### config.mk
export PLATFORM = sky130hd
export DESIGN_NAME = dcw_channel
export DESIGN_NICKNAME = d
export VERILOG_FILES = /design/src/dcw_pkg.sv /design/src/dcw_channel.sv
export SDC_FILE = /design/constraint.sdc
export NUM_CORES = 1
export LEC_CHECK = 0
export BUFFER_PORTS_ARGS = -buffer_cell sky130_fd_sc_hd__buf_2
export CAP_MARGIN = 10
export CORE_MARGIN = 1.5
export CORE_UTILIZATION = 50
export DETAILED_ROUTE_END_ITERATION = 6
export GPL_ROUTABILITY_DRIVEN = 0
export PLACE_DENSITY = 0.77
export SETUP_SLACK_MARGIN = 0.05
export SLEW_MARGIN = 5
export SYNTH_ARGS = -nofsm -noshare
export SYNTH_HDL_FRONTEND = slang
export SYNTH_SLANG_ARGS = --single-unit
### constraint.sdc
create_clock -name i_mclk -period 5.9 [get_ports i_mclk]
set_input_delay 1.18 -clock i_mclk [delete_from_list [all_inputs] [get_ports i_mclk]]
set_output_delay 1.18 -clock i_mclk [all_outputs]
set_load 0.03 [all_outputs]
### src/dcw_pkg.sv
package dcw_pkg;
  // ---------------------------------------------------------------
  // control word layout
  // ---------------------------------------------------------------
  localparam int DCW_DST_WIDTH_LSB = 28;
  localparam int DCW_SRC_WIDTH_LSB = 24;
  localparam int DCW_REARB_LSB = 14;
  localparam int DCW_COUNT_LSB = 4;
  localparam int DCW_BURST_BIT = 3;
  localparam int DCW_MODE_LSB = 0;
  localparam int DCW_COUNT_W = 10;
  localparam int DCW_REARB_W = 4;
  localparam int DCW_MODE_W = 3;
  localparam logic [3:0] DCW_REARB_MAX_CODE = 4'hA;

  // ---------------------------------------------------------------
  // register map of the plain register port
  // ---------------------------------------------------------------
  localparam logic [3:0] DCW_ADDR_WORD = 4'h0;
  localparam logic [3:0] DCW_ADDR_CTRL = 4'h4;
  localparam logic [3:0] DCW_ADDR_STATUS = 4'h8;
  localparam logic [3:0] DCW_ADDR_LEFT = 4'hC;
  localparam logic [31:0] DCW_WORD_RESET = 32'h0000_0000;

  // ---------------------------------------------------------------
  // cycle modes and engine states
  // ---------------------------------------------------------------
  localparam logic [2:0] DCW_MODE_STOP = 3'h0;
  localparam logic [2:0] DCW_MODE_BASIC = 3'h1;
  localparam logic [2:0] DCW_MODE_AUTO = 3'h2;
  localparam logic [2:0] DCW_MODE_PINGPONG = 3'h3;
  localparam logic [2:0] DCW_MODE_MEM_SG_PRI = 3'h4;
  localparam logic [2:0] DCW_MODE_MEM_SG_ALT = 3'h5;
  localparam logic [2:0] DCW_MODE_PER_SG = 3'h6;

  typedef enum logic [2:0] {DCW_IDLE, DCW_WAIT_REQ, DCW_MOVE, DCW_WRITEBACK, DCW_DONE} dcw_state_t;
endpackage : dcw_pkg

### src/dcw_channel.sv
// Our own choices: the placing of the registers and the plain strobed port.
`timescale 1ns/1ps
// Function
// - rearbitrate codes 6..9 give 64..512 transfers; A..F give 1024.
// - rearbitrate codes 0..5 give 1,2,4,8,16,32 transfers.
// - ten-bit count field bits 13:4 holds items minus one.
// - count is in items of the configured width, not bytes.
// - count field written back with outstanding items before arbitration.
// - burst-only and burst bit both clear: remainder below burst size moves as singles.
// - burst-only set: final remainder moves only as a burst.
// - on last peripheral scatter-gather transfer, bit sets burst-only setting.
// - control word has no reset contents; nothing assumed before loading (here reset loads DCW_WORD_RESET, all zero).
// - mode codes 0 stop, 1 basic, 2 auto, 3 ping-pong, 4-6 scatter-gather.
module dcw_channel (
  input wire logic i_mclk,
  input wire logic i_rst_b,
  input wire logic [3:0] i_addr,
  input wire logic [31:0] i_wdata,
  input wire logic i_wr,
  input wire logic i_rd,
  output logic [31:0] o_rdata,
  input wire logic i_req,
  output logic o_xfer,
  output logic o_xfer_burst,
  input wire logic i_xfer_ack,
  output logic o_arb,
  output logic o_done
);
  import dcw_pkg::*;

  // ---------------------------------------------------------------
  // helpers
  // ---------------------------------------------------------------
  // burst size from rearbitrate code
  function automatic logic [10:0] rearb_items(input logic [3:0] code);
    if (code >= DCW_REARB_MAX_CODE) begin
      rearb_items = 11'h400;
    end else begin
      rearb_items = 11'h001 << code;
    end
  endfunction : rearb_items

  // byte size of one item
  function automatic logic [2:0] item_bytes(input logic [1:0] w);
    item_bytes = (w == 2'h3) ? 3'h0 : (3'h1 << w);
  endfunction : item_bytes

  // items retired by one granted move; the bus acknowledges the whole burst at once
  function automatic logic [10:0] moved_items(input logic [10:0] n);
    moved_items = n;
  endfunction : moved_items

  // ---------------------------------------------------------------
  // state
  // ---------------------------------------------------------------
  // engine state and register copies
  dcw_state_t state_q, state_d;
  logic [31:0] word_q, word_d;
  logic [10:0] left_q, left_d;
  logic [10:0] burst_q, burst_d;
  logic en_q, en_d;
  logic loaded_q, loaded_d;
  logic burst_only_q, burst_only_d;
  logic done_q, done_d;
  logic [31:0] rdata_q, rdata_d;
  logic req_s1_q, req_s2_q;
  logic [10:0] total;
  logic [10:0] arb;
  logic [2:0] mode;
  logic last_burst;

  // fields of the loaded control word
  assign mode = word_q[DCW_MODE_LSB +: DCW_MODE_W];
  assign arb = rearb_items(word_q[DCW_REARB_LSB +: DCW_REARB_W]);
  assign total = {1'b0, word_q[DCW_COUNT_LSB +: DCW_COUNT_W]} + 11'h001;
  assign last_burst = word_q[DCW_BURST_BIT];

  // ---------------------------------------------------------------
  // request path
  // ---------------------------------------------------------------
  // request synchroniser; only the second stage feeds the engine
  always_ff @(posedge i_mclk or negedge i_rst_b) begin
    if (!i_rst_b) begin
      req_s1_q <= 1'b0;
      req_s2_q <= 1'b0;
    end else begin
      req_s1_q <= i_req;
      req_s2_q <= req_s1_q;
    end
  end

  // ---------------------------------------------------------------
  // register port and transfer engine
  // ---------------------------------------------------------------
  // next-state logic
  always_comb begin
    state_d = state_q;
    word_d = word_q;
    left_d = left_q;
    burst_d = burst_q;
    en_d = en_q;
    loaded_d = loaded_q;
    burst_only_d = burst_only_q;
    done_d = 1'b0;
    rdata_d = 32'h0000_0000;
    // register writes; the engine below may overwrite fields
    if (i_wr && i_addr == DCW_ADDR_WORD) begin
      word_d = i_wdata;
      loaded_d = 1'b1;
    end else if (i_wr && i_addr == DCW_ADDR_CTRL) begin
      en_d = i_wdata[0];
      burst_only_d = i_wdata[1];
    end
    // register reads: one cycle of data, zero otherwise
    if (i_rd) begin
      if (i_addr == DCW_ADDR_WORD) begin
        rdata_d = word_q;
      end else if (i_addr == DCW_ADDR_CTRL) begin
        rdata_d = {30'h0, burst_only_q, en_q};
      end else if (i_addr == DCW_ADDR_STATUS) begin
        rdata_d = {26'h0, item_bytes(word_q[DCW_SRC_WIDTH_LSB +: 2]), state_q};
      end else if (i_addr == DCW_ADDR_LEFT) begin
        rdata_d = {21'h0, left_q};
      end else begin
        rdata_d = 32'h0000_0000;
      end
    end
    // transfer engine
    case (state_q)
      DCW_IDLE: begin
        // stop mode or unloaded word never starts a cycle
        if (en_q && loaded_q && mode != DCW_MODE_STOP && mode <= DCW_MODE_PER_SG) begin
          left_d = total;
          state_d = DCW_WAIT_REQ;
        end
      end
      DCW_WAIT_REQ: begin
        if (!en_q) begin
          state_d = DCW_IDLE;
        end else if (req_s2_q) begin
          // burst size chosen once per arbitration
          if (left_q < arb && !last_burst && !burst_only_q) begin
            burst_d = 11'h001;
          end else begin
            burst_d = (left_q < arb) ? left_q : arb;
          end
          if (mode == DCW_MODE_PER_SG && left_q <= arb && last_burst) begin
            burst_only_d = 1'b1;
          end
          state_d = DCW_MOVE;
        end
      end
      DCW_MOVE: begin
        if (i_xfer_ack) begin
          // bus finished the whole move
          left_d = left_q - moved_items(burst_q);
          state_d = DCW_WRITEBACK;
        end
      end
      DCW_WRITEBACK: begin
        // outstanding items minus one back into the count field
        word_d[DCW_COUNT_LSB +: DCW_COUNT_W] = (left_q == 11'h000) ? 10'h000
                                               : 10'(left_q - 11'h001);
        // nothing left ends the cycle and stops the word
        if (left_q == 11'h000) begin
          word_d[DCW_MODE_LSB +: DCW_MODE_W] = DCW_MODE_STOP;
          state_d = DCW_DONE;
        end else if (mode == DCW_MODE_BASIC) begin
          state_d = DCW_WAIT_REQ;
        end else begin
          burst_d = (left_q < arb) ? (last_burst || burst_only_q ? left_q : 11'h001) : arb;
          state_d = (mode == DCW_MODE_AUTO) ? DCW_MOVE : DCW_WAIT_REQ;
        end
      end
      DCW_DONE: begin
        // completion pulse; the channel disables itself
        done_d = 1'b1;
        en_d = 1'b0;
        state_d = DCW_IDLE;
      end
      default: state_d = DCW_IDLE;
    endcase
  end

  // ---------------------------------------------------------------
  // state registers
  // ---------------------------------------------------------------
  // registers; reset leaves the word marked unloaded
  always_ff @(posedge i_mclk or negedge i_rst_b) begin
    if (!i_rst_b) begin
      state_q <= DCW_IDLE;
      word_q <= DCW_WORD_RESET;
      left_q <= 11'h000;
      burst_q <= 11'h001;
      en_q <= 1'b0;
      loaded_q <= 1'b0;
      burst_only_q <= 1'b0;
      done_q <= 1'b0;
      rdata_q <= 32'h0000_0000;
    end else begin
      state_q <= state_d;
      word_q <= word_d;
      left_q <= left_d;
      burst_q <= burst_d;
      en_q <= en_d;
      loaded_q <= loaded_d;
      burst_only_q <= burst_only_d;
      done_q <= done_d;
      rdata_q <= rdata_d;
    end
  end

  // ---------------------------------------------------------------
  // outputs
  // ---------------------------------------------------------------
  // move request and burst flag follow the state directly
  assign o_rdata = rdata_q;
  assign o_xfer = (state_q == DCW_MOVE);
  assign o_xfer_burst = (state_q == DCW_MOVE) && (burst_q != 11'h001);
  assign o_arb = (state_q == DCW_WRITEBACK) && (left_q != 11'h000);
  assign o_done = done_q;
endmodule : dcw_channel

==> qor.yml, run 1 <==
setup_path:
  path_buf_inv: 2
  cp_slowest_cell: "or4b_1"
  worst-setup-path-type: "flop to output pin"
  reg2reg_from: "left_q[1]"
  crit_fanout: 10
  worstSetupStartpointType: "flop"
  r2r-end: "burst_q[3]"
  crit_arrival_ps: 2740
  worst-endpoint-required_ps: 4720
  r2r.worst_path.cells: 7
  slowest_delay_ps: 590
  ff2ff_setup_slack_ps: 2660
  crit_chain: "inv_1 -> ha_1 -> or4b_1 -> nor3_1 -> nor2_1 -> buf_2"
  cpLargestDelayFamily: "simple AND/OR/NAND/NOR gates"
  cp-end-kind: "output pin"
finish:
  final_layout_size_suffix_gt1_frac: 0.221
  final_common_cell: "dfrtp_1"
  nets: 650
  final_cell_mix: "dfrtp_1, buf_2, nand2_1"
  area_delta_synth_final_pct: 11.9
  num_antenna_cells: 0
synth:
  ys_types: 70
  synth.avg_cell_area_um2: 10.1
  syn-cell-area_mm2: 0.00527
  synth_area_leaders: "dfrtp_1, ha_1, mux2_2"
  synth_top_area_share: 0.447
  ys.flop_type: "dfrtp_1"
  synth_edf_count: 0
  synth-seq-area-share: 0.452
  synthCells: 522
  synth_nets: 588
  async_flop_share: 1.00
  synth_top_cell_by_area: "dfrtp_1"
  yosysWarnings: 0
  synth-seq-cells: 95
floorplanning:
  top_level_ports: 78
  die_h_um: 106
  die_w_um: 106
  initial_core_util: 0.512
  dieArea_mm2: 0.0112
  coreArea_mm2: 0.0103
  rows: 37
routing:
  drt-total-wl_um: 12900
  vias: 4380
  wl_per_cell_um: 17.7
  dr.pass1.iters: 5
  ant_nets: 0
  drtIter0Drc: 295
  drc: 0
  via_per_inst: 6.04
power:
  leakage_nw: 2.80
  finalPower_mw: 2.73
  ir_drop_mv: 0.184
  p_per_area_mw_per_mm2: 464
sta:
  slew_headroom: 0.318
  rsz0062_at_grt: "false"
  worstMarginPinSlew_ps: 1020
  period_minus_slack_ps: 3920
  period_share: 0.665
  drv_slew: 0
  setup-tns-final_ps: 0
  setup_viol: 0
  whs_ps: 369
  fmax_mhz: 255
  hold_viol: 0
  clock_skew_ps: 12.1
hold_path:
  hold_end: "req_s2_q"
  min-delay-start: "req_s1_q"
  hold_depth: 0
  hold_class: "flop to flop"
global_route:
  grt_pass1_wl_um: 21200
  grt-ovfl-total: 0
  antenna_found_initial: 0
  grt_max_degree: 83
  grt_pass1_vias: 4361
  globalRouteTotalUtil: 0.241
clock_tree:
  cts_buffers: 9
  clock_latency_ps: 370
  post_cts_buffers: 0
  ctsHoldBuffers: 0
  cts.path.max_buffers: 2
  clk_transition_reported_paths_ps: 100
  tritoncts: "done"
  clock-sinks: 95
  ctsHtreeMaxLevel: 3
  clock-root-buffer: "clkbuf_8"
  cts-resized-gates: 0
placement:
  hpwlAfterDp_um: 9370
  port_buffers: 77
status:
  status: "finished clean"
job:
  maxCapViolCount: 0
layer usage:
layer  up-vias  wire length [um]  GRT usage
li1       2051                 -          -
met1      2118              5570      0.314
met2       170              6090      0.392
met3        41               756     0.0458
met4         0               430      0.105
met5         -                 0          0
report_power, final:
group          total, mW  leakage [nW]  internal (mW)  switching (mW)
logic               1.24          1.48          0.550           0.690
registers           1.06          1.22          0.802           0.261
clock network      0.428         0.102          0.176           0.252
final cells by class:
cell class	count	area, um^2
Tap cell	136	170
Multi-Input combinational cell	379	2650
Sequential cell	95	2380
Timing Repair Buffer	82	425
Clock buffer	10	138
Clock inverter	6	62.6
Fill cell	893	4390
Inverter	17	63.8
how the worst max path moves through the flow:
| stage | start | endpoint | slack, ps | cells past startpoint |
|---|---|---|---|---|
| floorplan | state_q[0] | o_xfer_burst | 2820 | 5 |
| global placement | left_q[1] | o_arb | 2540 | 6 |
| detailed placement | left_q[0] | o_arb | 2400 | 6 |
| CTS | left_q[0] | o_arb | 1990 | 6 |
| global route | left_q[0] | o_arb | 1800 | 6 |
| finish | left_q[0] | o_arb | 1980 | 6 |
through the flow:
step                      worst slack [ps]  std cells  area, um^2   util
after global routing                  1800        725        5890  0.573
after floorplan                       2820        522        5270      -
after detailed placement              2400        709        5690  0.554
final                                 1980        725        5890  0.573
after CTS                             1990        725        5890  0.573
after global placement                2540        709        5690  0.554
synth_stat cells, types with 6 or more instances:
library cell	number
mux2i_1	6
nand2b_1	7
o21ai_0	29
and2_1	11
nor3_1	9
inv_1	16
mux2_2	20
a221o_1	10
ha_1	23
nor2_1	29
nor2b_1	8
a21oi_1	17
and3_1	25
nand3_1	13
a211oi_1	11
xor2_1	10
a2bb2oi_1	10
nand2_1	49
dfrtp_1	94
clkbuf_1	17
flip-flops by register name, indices dropped and copies added (netlist names):
| signal | count |
|---|---|
| burst_only_q | 1 |
| burst_q | 11 |
| en_q | 1 |
| left_q | 11 |
| loaded_q | 1 |
| o_done | 1 |
| o_rdata | 32 |
| req_s1_q | 1 |
| req_s2_q | 1 |
| state_q | 3 |
| word_q | 32 |
logic make-up after synthesis:
logic type                 Yosys count  share of synthesized area
buffers and inverters               48                     0.0444
DFF                                 95                      0.452
xor gates and xnor gates            15                     0.0249
adders and majority gates           24                     0.0584
AOI/OAI and AO/OA                  130                      0.179
muxes                               26                     0.0542
and+or+nand+nor                    184                      0.187
(Power assumes the default switching activity.)
==> run 2, diff against run 1 <==
==> constraint.sdc (replaced) <==
create_clock -name i_mclk -period 4 [get_ports i_mclk]
set_input_delay 0.8 -clock i_mclk [delete_from_list [all_inputs] [get_ports i_mclk]]
set_output_delay 0.8 -clock i_mclk [all_outputs]
set_load 0.03 [all_outputs]
==> qor.yml, run 2 (synthesis gave the netlist of run 1 again) <==
clock_tree:
  clock_latency_ps: 370  # about the same
  post_cts_buffers: 0  # unchanged
  cts_buffers: 9  # unchanged
  cts-resized-gates: 0  # unchanged
  clock-root-buffer: "clkbuf_8"
  tritoncts: "done"
  ctsHtreeMaxLevel: 3  # unchanged
  clk_transition_reported_paths_ps: 90  # about the same
  clock-sinks: 95  # unchanged
  cts.path.max_buffers: 2  # unchanged
  ctsHoldBuffers: 0  # unchanged
finish:
  final_common_cell: "dfrtp_1"
  ff_latch_area_mm2: 0.00238  # unchanged
  final_cell_mix: "dfrtp_1, buf_2, nand2_1"
  finalCoreUtilization: 0.576  # +0.00292
  nets: 653  # +0.46%
  final_layout_size_suffix_gt1_frac: 0.223  # +0.00226
  num_antenna_cells: 0  # unchanged
  area_delta_synth_final_pct: 12.4
  nFillCells: 895  # +0.22%
  multiInputGateArea_mm2: 0.00265  # unchanged
routing:
  vias: 4355  # -0.57%
  dr.pass1.iters: 5  # unchanged
  via_per_inst: 5.98  # -0.98%
  drt-total-wl_um: 12700  # -1.3%
  drtIter0Drc: 289  # -2.0%
  wl_per_cell_um: 17.4  # -1.7%
  drc: 0  # unchanged
  ant_nets: 0  # unchanged
placement:
  port_buffers: 77  # unchanged
  place_ws_ps: 918  # -1480 ps
  hpwlAfterDp_um: 9370  # about the same
sta:
  worstMarginPinSlew_ps: 977  # -42.7 ps
  setup-tns-final_ps: 0  # unchanged
  period_share: 0.876
  rsz0062_at_grt: "false"
  whs_ps: 373  # +3.90 ps
  clock_skew_ps: 7.76  # -4.33 ps
  setup_slack_ps: 498  # -1480 ps
  period_minus_slack_ps: 3500
  fmax_mhz: 286
  hold_viol: 0  # unchanged
  setup_viol: 0  # unchanged
  slew_headroom: 0.347  # +0.0285
  drv_slew: 0  # unchanged
global_route:
  grt-ovfl-total: 0  # unchanged
  grt_pass1_wl_um: 21100  # -0.49%
  antenna_found_initial: 0  # unchanged
  grt_max_degree: 58  # -30%
  globalRouteTotalUtil: 0.241  # +0.000627
  grt_pass1_vias: 4252  # -2.5%
power:
  leakage_nw: 2.82  # +0.48%
  ir_drop_mv: 0.281  # +52%
  p_per_area_mw_per_mm2: 685  # +48%
  finalPower_mw: 4.05  # +48%
floorplanning:
  die_w_um: 106  # unchanged
  coreArea_mm2: 0.0103  # unchanged
  die_h_um: 106  # unchanged
  initial_core_util: 0.512  # unchanged
  rows: 37  # unchanged
  dieArea_mm2: 0.0112  # unchanged
  top_level_ports: 78  # unchanged
setup_path:
  worst-endpoint-required_ps: 3200  # -1520 ps
  cp-end-kind: "output pin"
  crit_arrival_ps: 2700  # -40 ps
  crit_fanout: 10  # unchanged
  worstSetupStartpointType: "flop"
  worst-setup-path-type: "flop to output pin"
status:
  status: "finished clean"
job:
  maxCapViolCount: 0  # unchanged
hold_path:
  hold_class: "flop to flop"
[run 2: changes by cell type in the layout (fill, tap and decap cells not counted)]
cell        change
buf_4           +3
inv_6           -2
bufinv_16       +1
clkbuf_1        +1
clkinv_8        -1
clkinvlp_4      +1
[run 2: critical path: stages, from the launching register on]
cell	delay, ps
dfrtp_1	430
inv_1	180
ha_1	220
or4b_1	580
nor3_1	410
nor2_1	260
buf_2	250
[run 2: worst paths after layout]
| check | from | endpoint | slack [ps] | depth (start not counted) |
|---|---|---|---|---|
| min in group asynchronous | i_rst_b | o_rdata[31] | 480 | 1 |
| setup reg to reg | left_q[1] | burst_q[8] | 850 | 7 |
| hold / removal | req_s1_q | req_s2_q | 370 | 0 |
| max in group asynchronous | i_rst_b | o_done | 2770 | 2 |
| hold reg to reg | req_s1_q | req_s2_q | 370 | 0 |
| setup / recovery | left_q[0] | o_arb | 500 | 6 |
[run 2: per-stage QoR]
step | instances | instance area, um^2
after floorplan | 522 | 5270
after global placement | 712 | 5710
after detailed placement | 712 | 5710
after CTS | 728 | 5920
after global routing | 728 | 5920
final | 728 | 5920
[run 2: per-layer routing]
layer  share of wire  global-route usage  wire, um
met4           0.022              0.0965       277
met5               0                   0         0
met1            0.44               0.321      5640
met3           0.057              0.0427       724
met2            0.48               0.393      6040
[run 2: final cells by class]
class,count,area share
multi-input combinational,379,0.448
sequential,95,0.402
timing repair buffer,85,0.0756
tap,136,0.0287
clock buffer,11,0.0239
clock inverter,5,0.0112
inverter,17,0.0108
[run 2: where the power goes]
| part | switching [mW] | internal, mW | total (mW) |
|---|---|---|---|
| clock network | 0.338 | 0.313 | 0.651 |
| registers | 0.370 | 1.18 | 1.55 |
| logic | 1.03 | 0.819 | 1.85 |
| total | 1.74 | 2.32 | 4.05 |
==> run 3, diff against run 2 <==
--- a/config.mk
+++ b/config.mk
@@ -13,6 +13,7 @@
 export GPL_ROUTABILITY_DRIVEN = 0
 export PLACE_DENSITY = 0.77
 export SETUP_SLACK_MARGIN = 0.05
+export SKIP_LAST_GASP = 1
 export SLEW_MARGIN = 5
 export SYNTH_ARGS = -nofsm -noshare
 export SYNTH_HDL_FRONTEND = slang
==> constraint.sdc (replaced) <==
create_clock -name i_mclk -period 4.5 [get_ports i_mclk]
set_input_delay 0.9 -clock i_mclk [delete_from_list [all_inputs] [get_ports i_mclk]]
set_output_delay 0.9 -clock i_mclk [all_outputs]
set_load 0.03 [all_outputs]
==> qor.yml, run 3 (synthesis gave the netlist of run 1 again) <==
global_route:
  globalRouteTotalUtil: 0.254  # +0.0129
  grt_max_degree: 76  # +31%
  antenna_found_initial: 0  # unchanged
  grt_pass1_vias: 4436  # +4.3%
  grt_pass1_wl_um: 22200  # +5.1%
  grt-ovfl-total: 0  # unchanged
setup_path:
  ff2ff_setup_slack_ps: 1300  # +450 ps
  worstSetupStartpointType: "flop"
  r2r-end: "burst_q[6]"
  r2r.worst_path.cells: 7  # unchanged
  crit_arrival_ps: 2720  # +20 ps
  slowest_delay_ps: 580  # about the same
  worst-endpoint-required_ps: 3600  # +400 ps
  cp_slowest_cell: "or4b_1"
  crit_chain: "inv_1 -> ha_1 -> or4b_1 -> nor3_1 -> nor2_1 -> buf_2"
  reg2reg_from: "left_q[0]"
  crit_end: "o_arb"
  worst-setup-path-type: "flop to output pin"
  crit_start: "left_q[0]"
  cp-end-kind: "output pin"
  crit_fanout: 10  # unchanged
floorplanning:
  rows: 37  # unchanged
  top_level_ports: 78  # unchanged
  dieArea_mm2: 0.0112  # unchanged
  initial_core_util: 0.512  # unchanged
  coreArea_mm2: 0.0103  # unchanged
  die_w_um: 106  # unchanged
  die_h_um: 106  # unchanged
finish:
  final_common_cell: "dfrtp_1"
  final_layout_size_suffix_gt1_frac: 0.221  # -0.00226
  area_delta_synth_final_pct: 11.6
  stdcell_count: 725  # -0.41%
  final_cell_mix: "dfrtp_1, buf_2, nand2_1"
  nets: 650  # -0.46%
  final_cell_area_mm2: 0.00588  # -0.76%
  num_antenna_cells: 0  # unchanged
sta:
  hold_viol: 0  # unchanged
  rsz0062_at_grt: "false"
  worstMarginPinSlew_ps: 1000  # +24.3 ps
  setup_viol: 0  # unchanged
  fmax_mhz: 276
  clock_skew_ps: 11.5  # +3.79 ps
  setup-tns-final_ps: 0  # unchanged
  period_minus_slack_ps: 3620
  period_share: 0.804
  slew_headroom: 0.330  # -0.0162
  whs_ps: 357  # -15.9 ps
  drv_slew: 0  # unchanged
clock_tree:
  post_cts_buffers: 0  # unchanged
  clk_transition_reported_paths_ps: 100  # about the same
  clock_latency_ps: 380  # about the same
  ctsHtreeMaxLevel: 3  # unchanged
  cts-resized-gates: 0  # unchanged
  cts.path.max_buffers: 2  # unchanged
  ctsHoldBuffers: 0  # unchanged
  clock-sinks: 95  # unchanged
  tritoncts: "done"
  cts_buffers: 9  # unchanged
  clock-root-buffer: "clkbuf_8"
power:
  leakage_nw: 2.80  # -0.75%
  finalPower_mw: 3.56  # -12%
  switching_share: 0.443  # +0.0140
  p_int_mw: 1.98  # -14%
  p_per_area_mw_per_mm2: 606  # -11%
  p_sw_mw: 1.58  # -9.3%
  p_comb_frac: 0.453  # -0.003
  ir_drop_mv: 0.281  # +0.20%
  pwr-share-clk: 0.154  # -0.007
  pwr-share-seq: 0.393  # +0.010
routing:
  wl_per_cell_um: 18.0  # +3.3%
  drc: 0  # unchanged
  vias: 4319  # -0.83%
  ant_nets: 0  # unchanged
  drtIter0Drc: 252  # -13%
  via_per_inst: 5.96  # -0.42%
  drt-total-wl_um: 13100  # +2.9%
  dr.pass1.iters: 4  # -1
status:
  status: "finished clean"
placement:
  place_area_mm2: 0.00569  # -0.39%
  port_buffers: 77  # unchanged
  hpwlAfterDp_um: 9630  # +2.8%
  dp.cells: 709  # -0.42%
job:
  maxCapViolCount: 0  # unchanged
hold_path:
  hold_class: "flop to flop"
## run 3: layout make-up
type,count,area [um^2]
Tap cell,136,170
Clock buffer,9,124
Multi-Input combinational cell,379,2650
Timing Repair Buffer,82,425
Inverter,17,63.8
Fill cell,907,4400
Clock inverter,7,61.3
Sequential cell,95,2380
## run 3: stage by stage
step                      setup slack [ps]  utilization
after global routing                   633        0.572
after floorplan                       1700            -
after CTS                              900        0.572
after global placement                1420        0.554
after detailed placement              1330        0.554
final                                  880        0.572
## run 3: worst max-delay path: cells and delay by family, from the launching register on
family / cells / cell delay [ps]
DFF: 1 / 440
buffers and inverters: 2 / 460
adders and majority gates: 1 / 240
and+or+nand+nor: 3 / 1200
## run 3: power by group through the flow
stage,clock [mW],sequential (mW),combinational [mW]
floorplan,0,1.25,1.34
global placement,0,1.39,1.54
detailed placement,0,1.40,1.60
CTS,0.553,1.39,1.61
global route,0.590,1.43,1.84
finish,0.550,1.40,1.61
## run 3: how the worst min path moves through the flow
stage              from  endpoint  slack [ps]  depth (start not counted)
6_report       req_s1_q  req_s2_q         360                          0
4_1_cts        req_s1_q  req_s2_q         370                          0
3_5_place_dp   req_s1_q  req_s2_q         340                          0
5_1_grt        req_s1_q  req_s2_q         370                          0
3_3_place_gp   req_s1_q  req_s2_q         340                          0
2_1_floorplan  req_s1_q  req_s2_q         330                          0
## run 3: metal layers
metal  GRT usage  wire [um]  up-vias
met5           0          0        -
met1       0.328       5570     2104
li1            -          -     2042
met3      0.0513        732       26
met4      0.0811        289        0
met2       0.430       6460      147
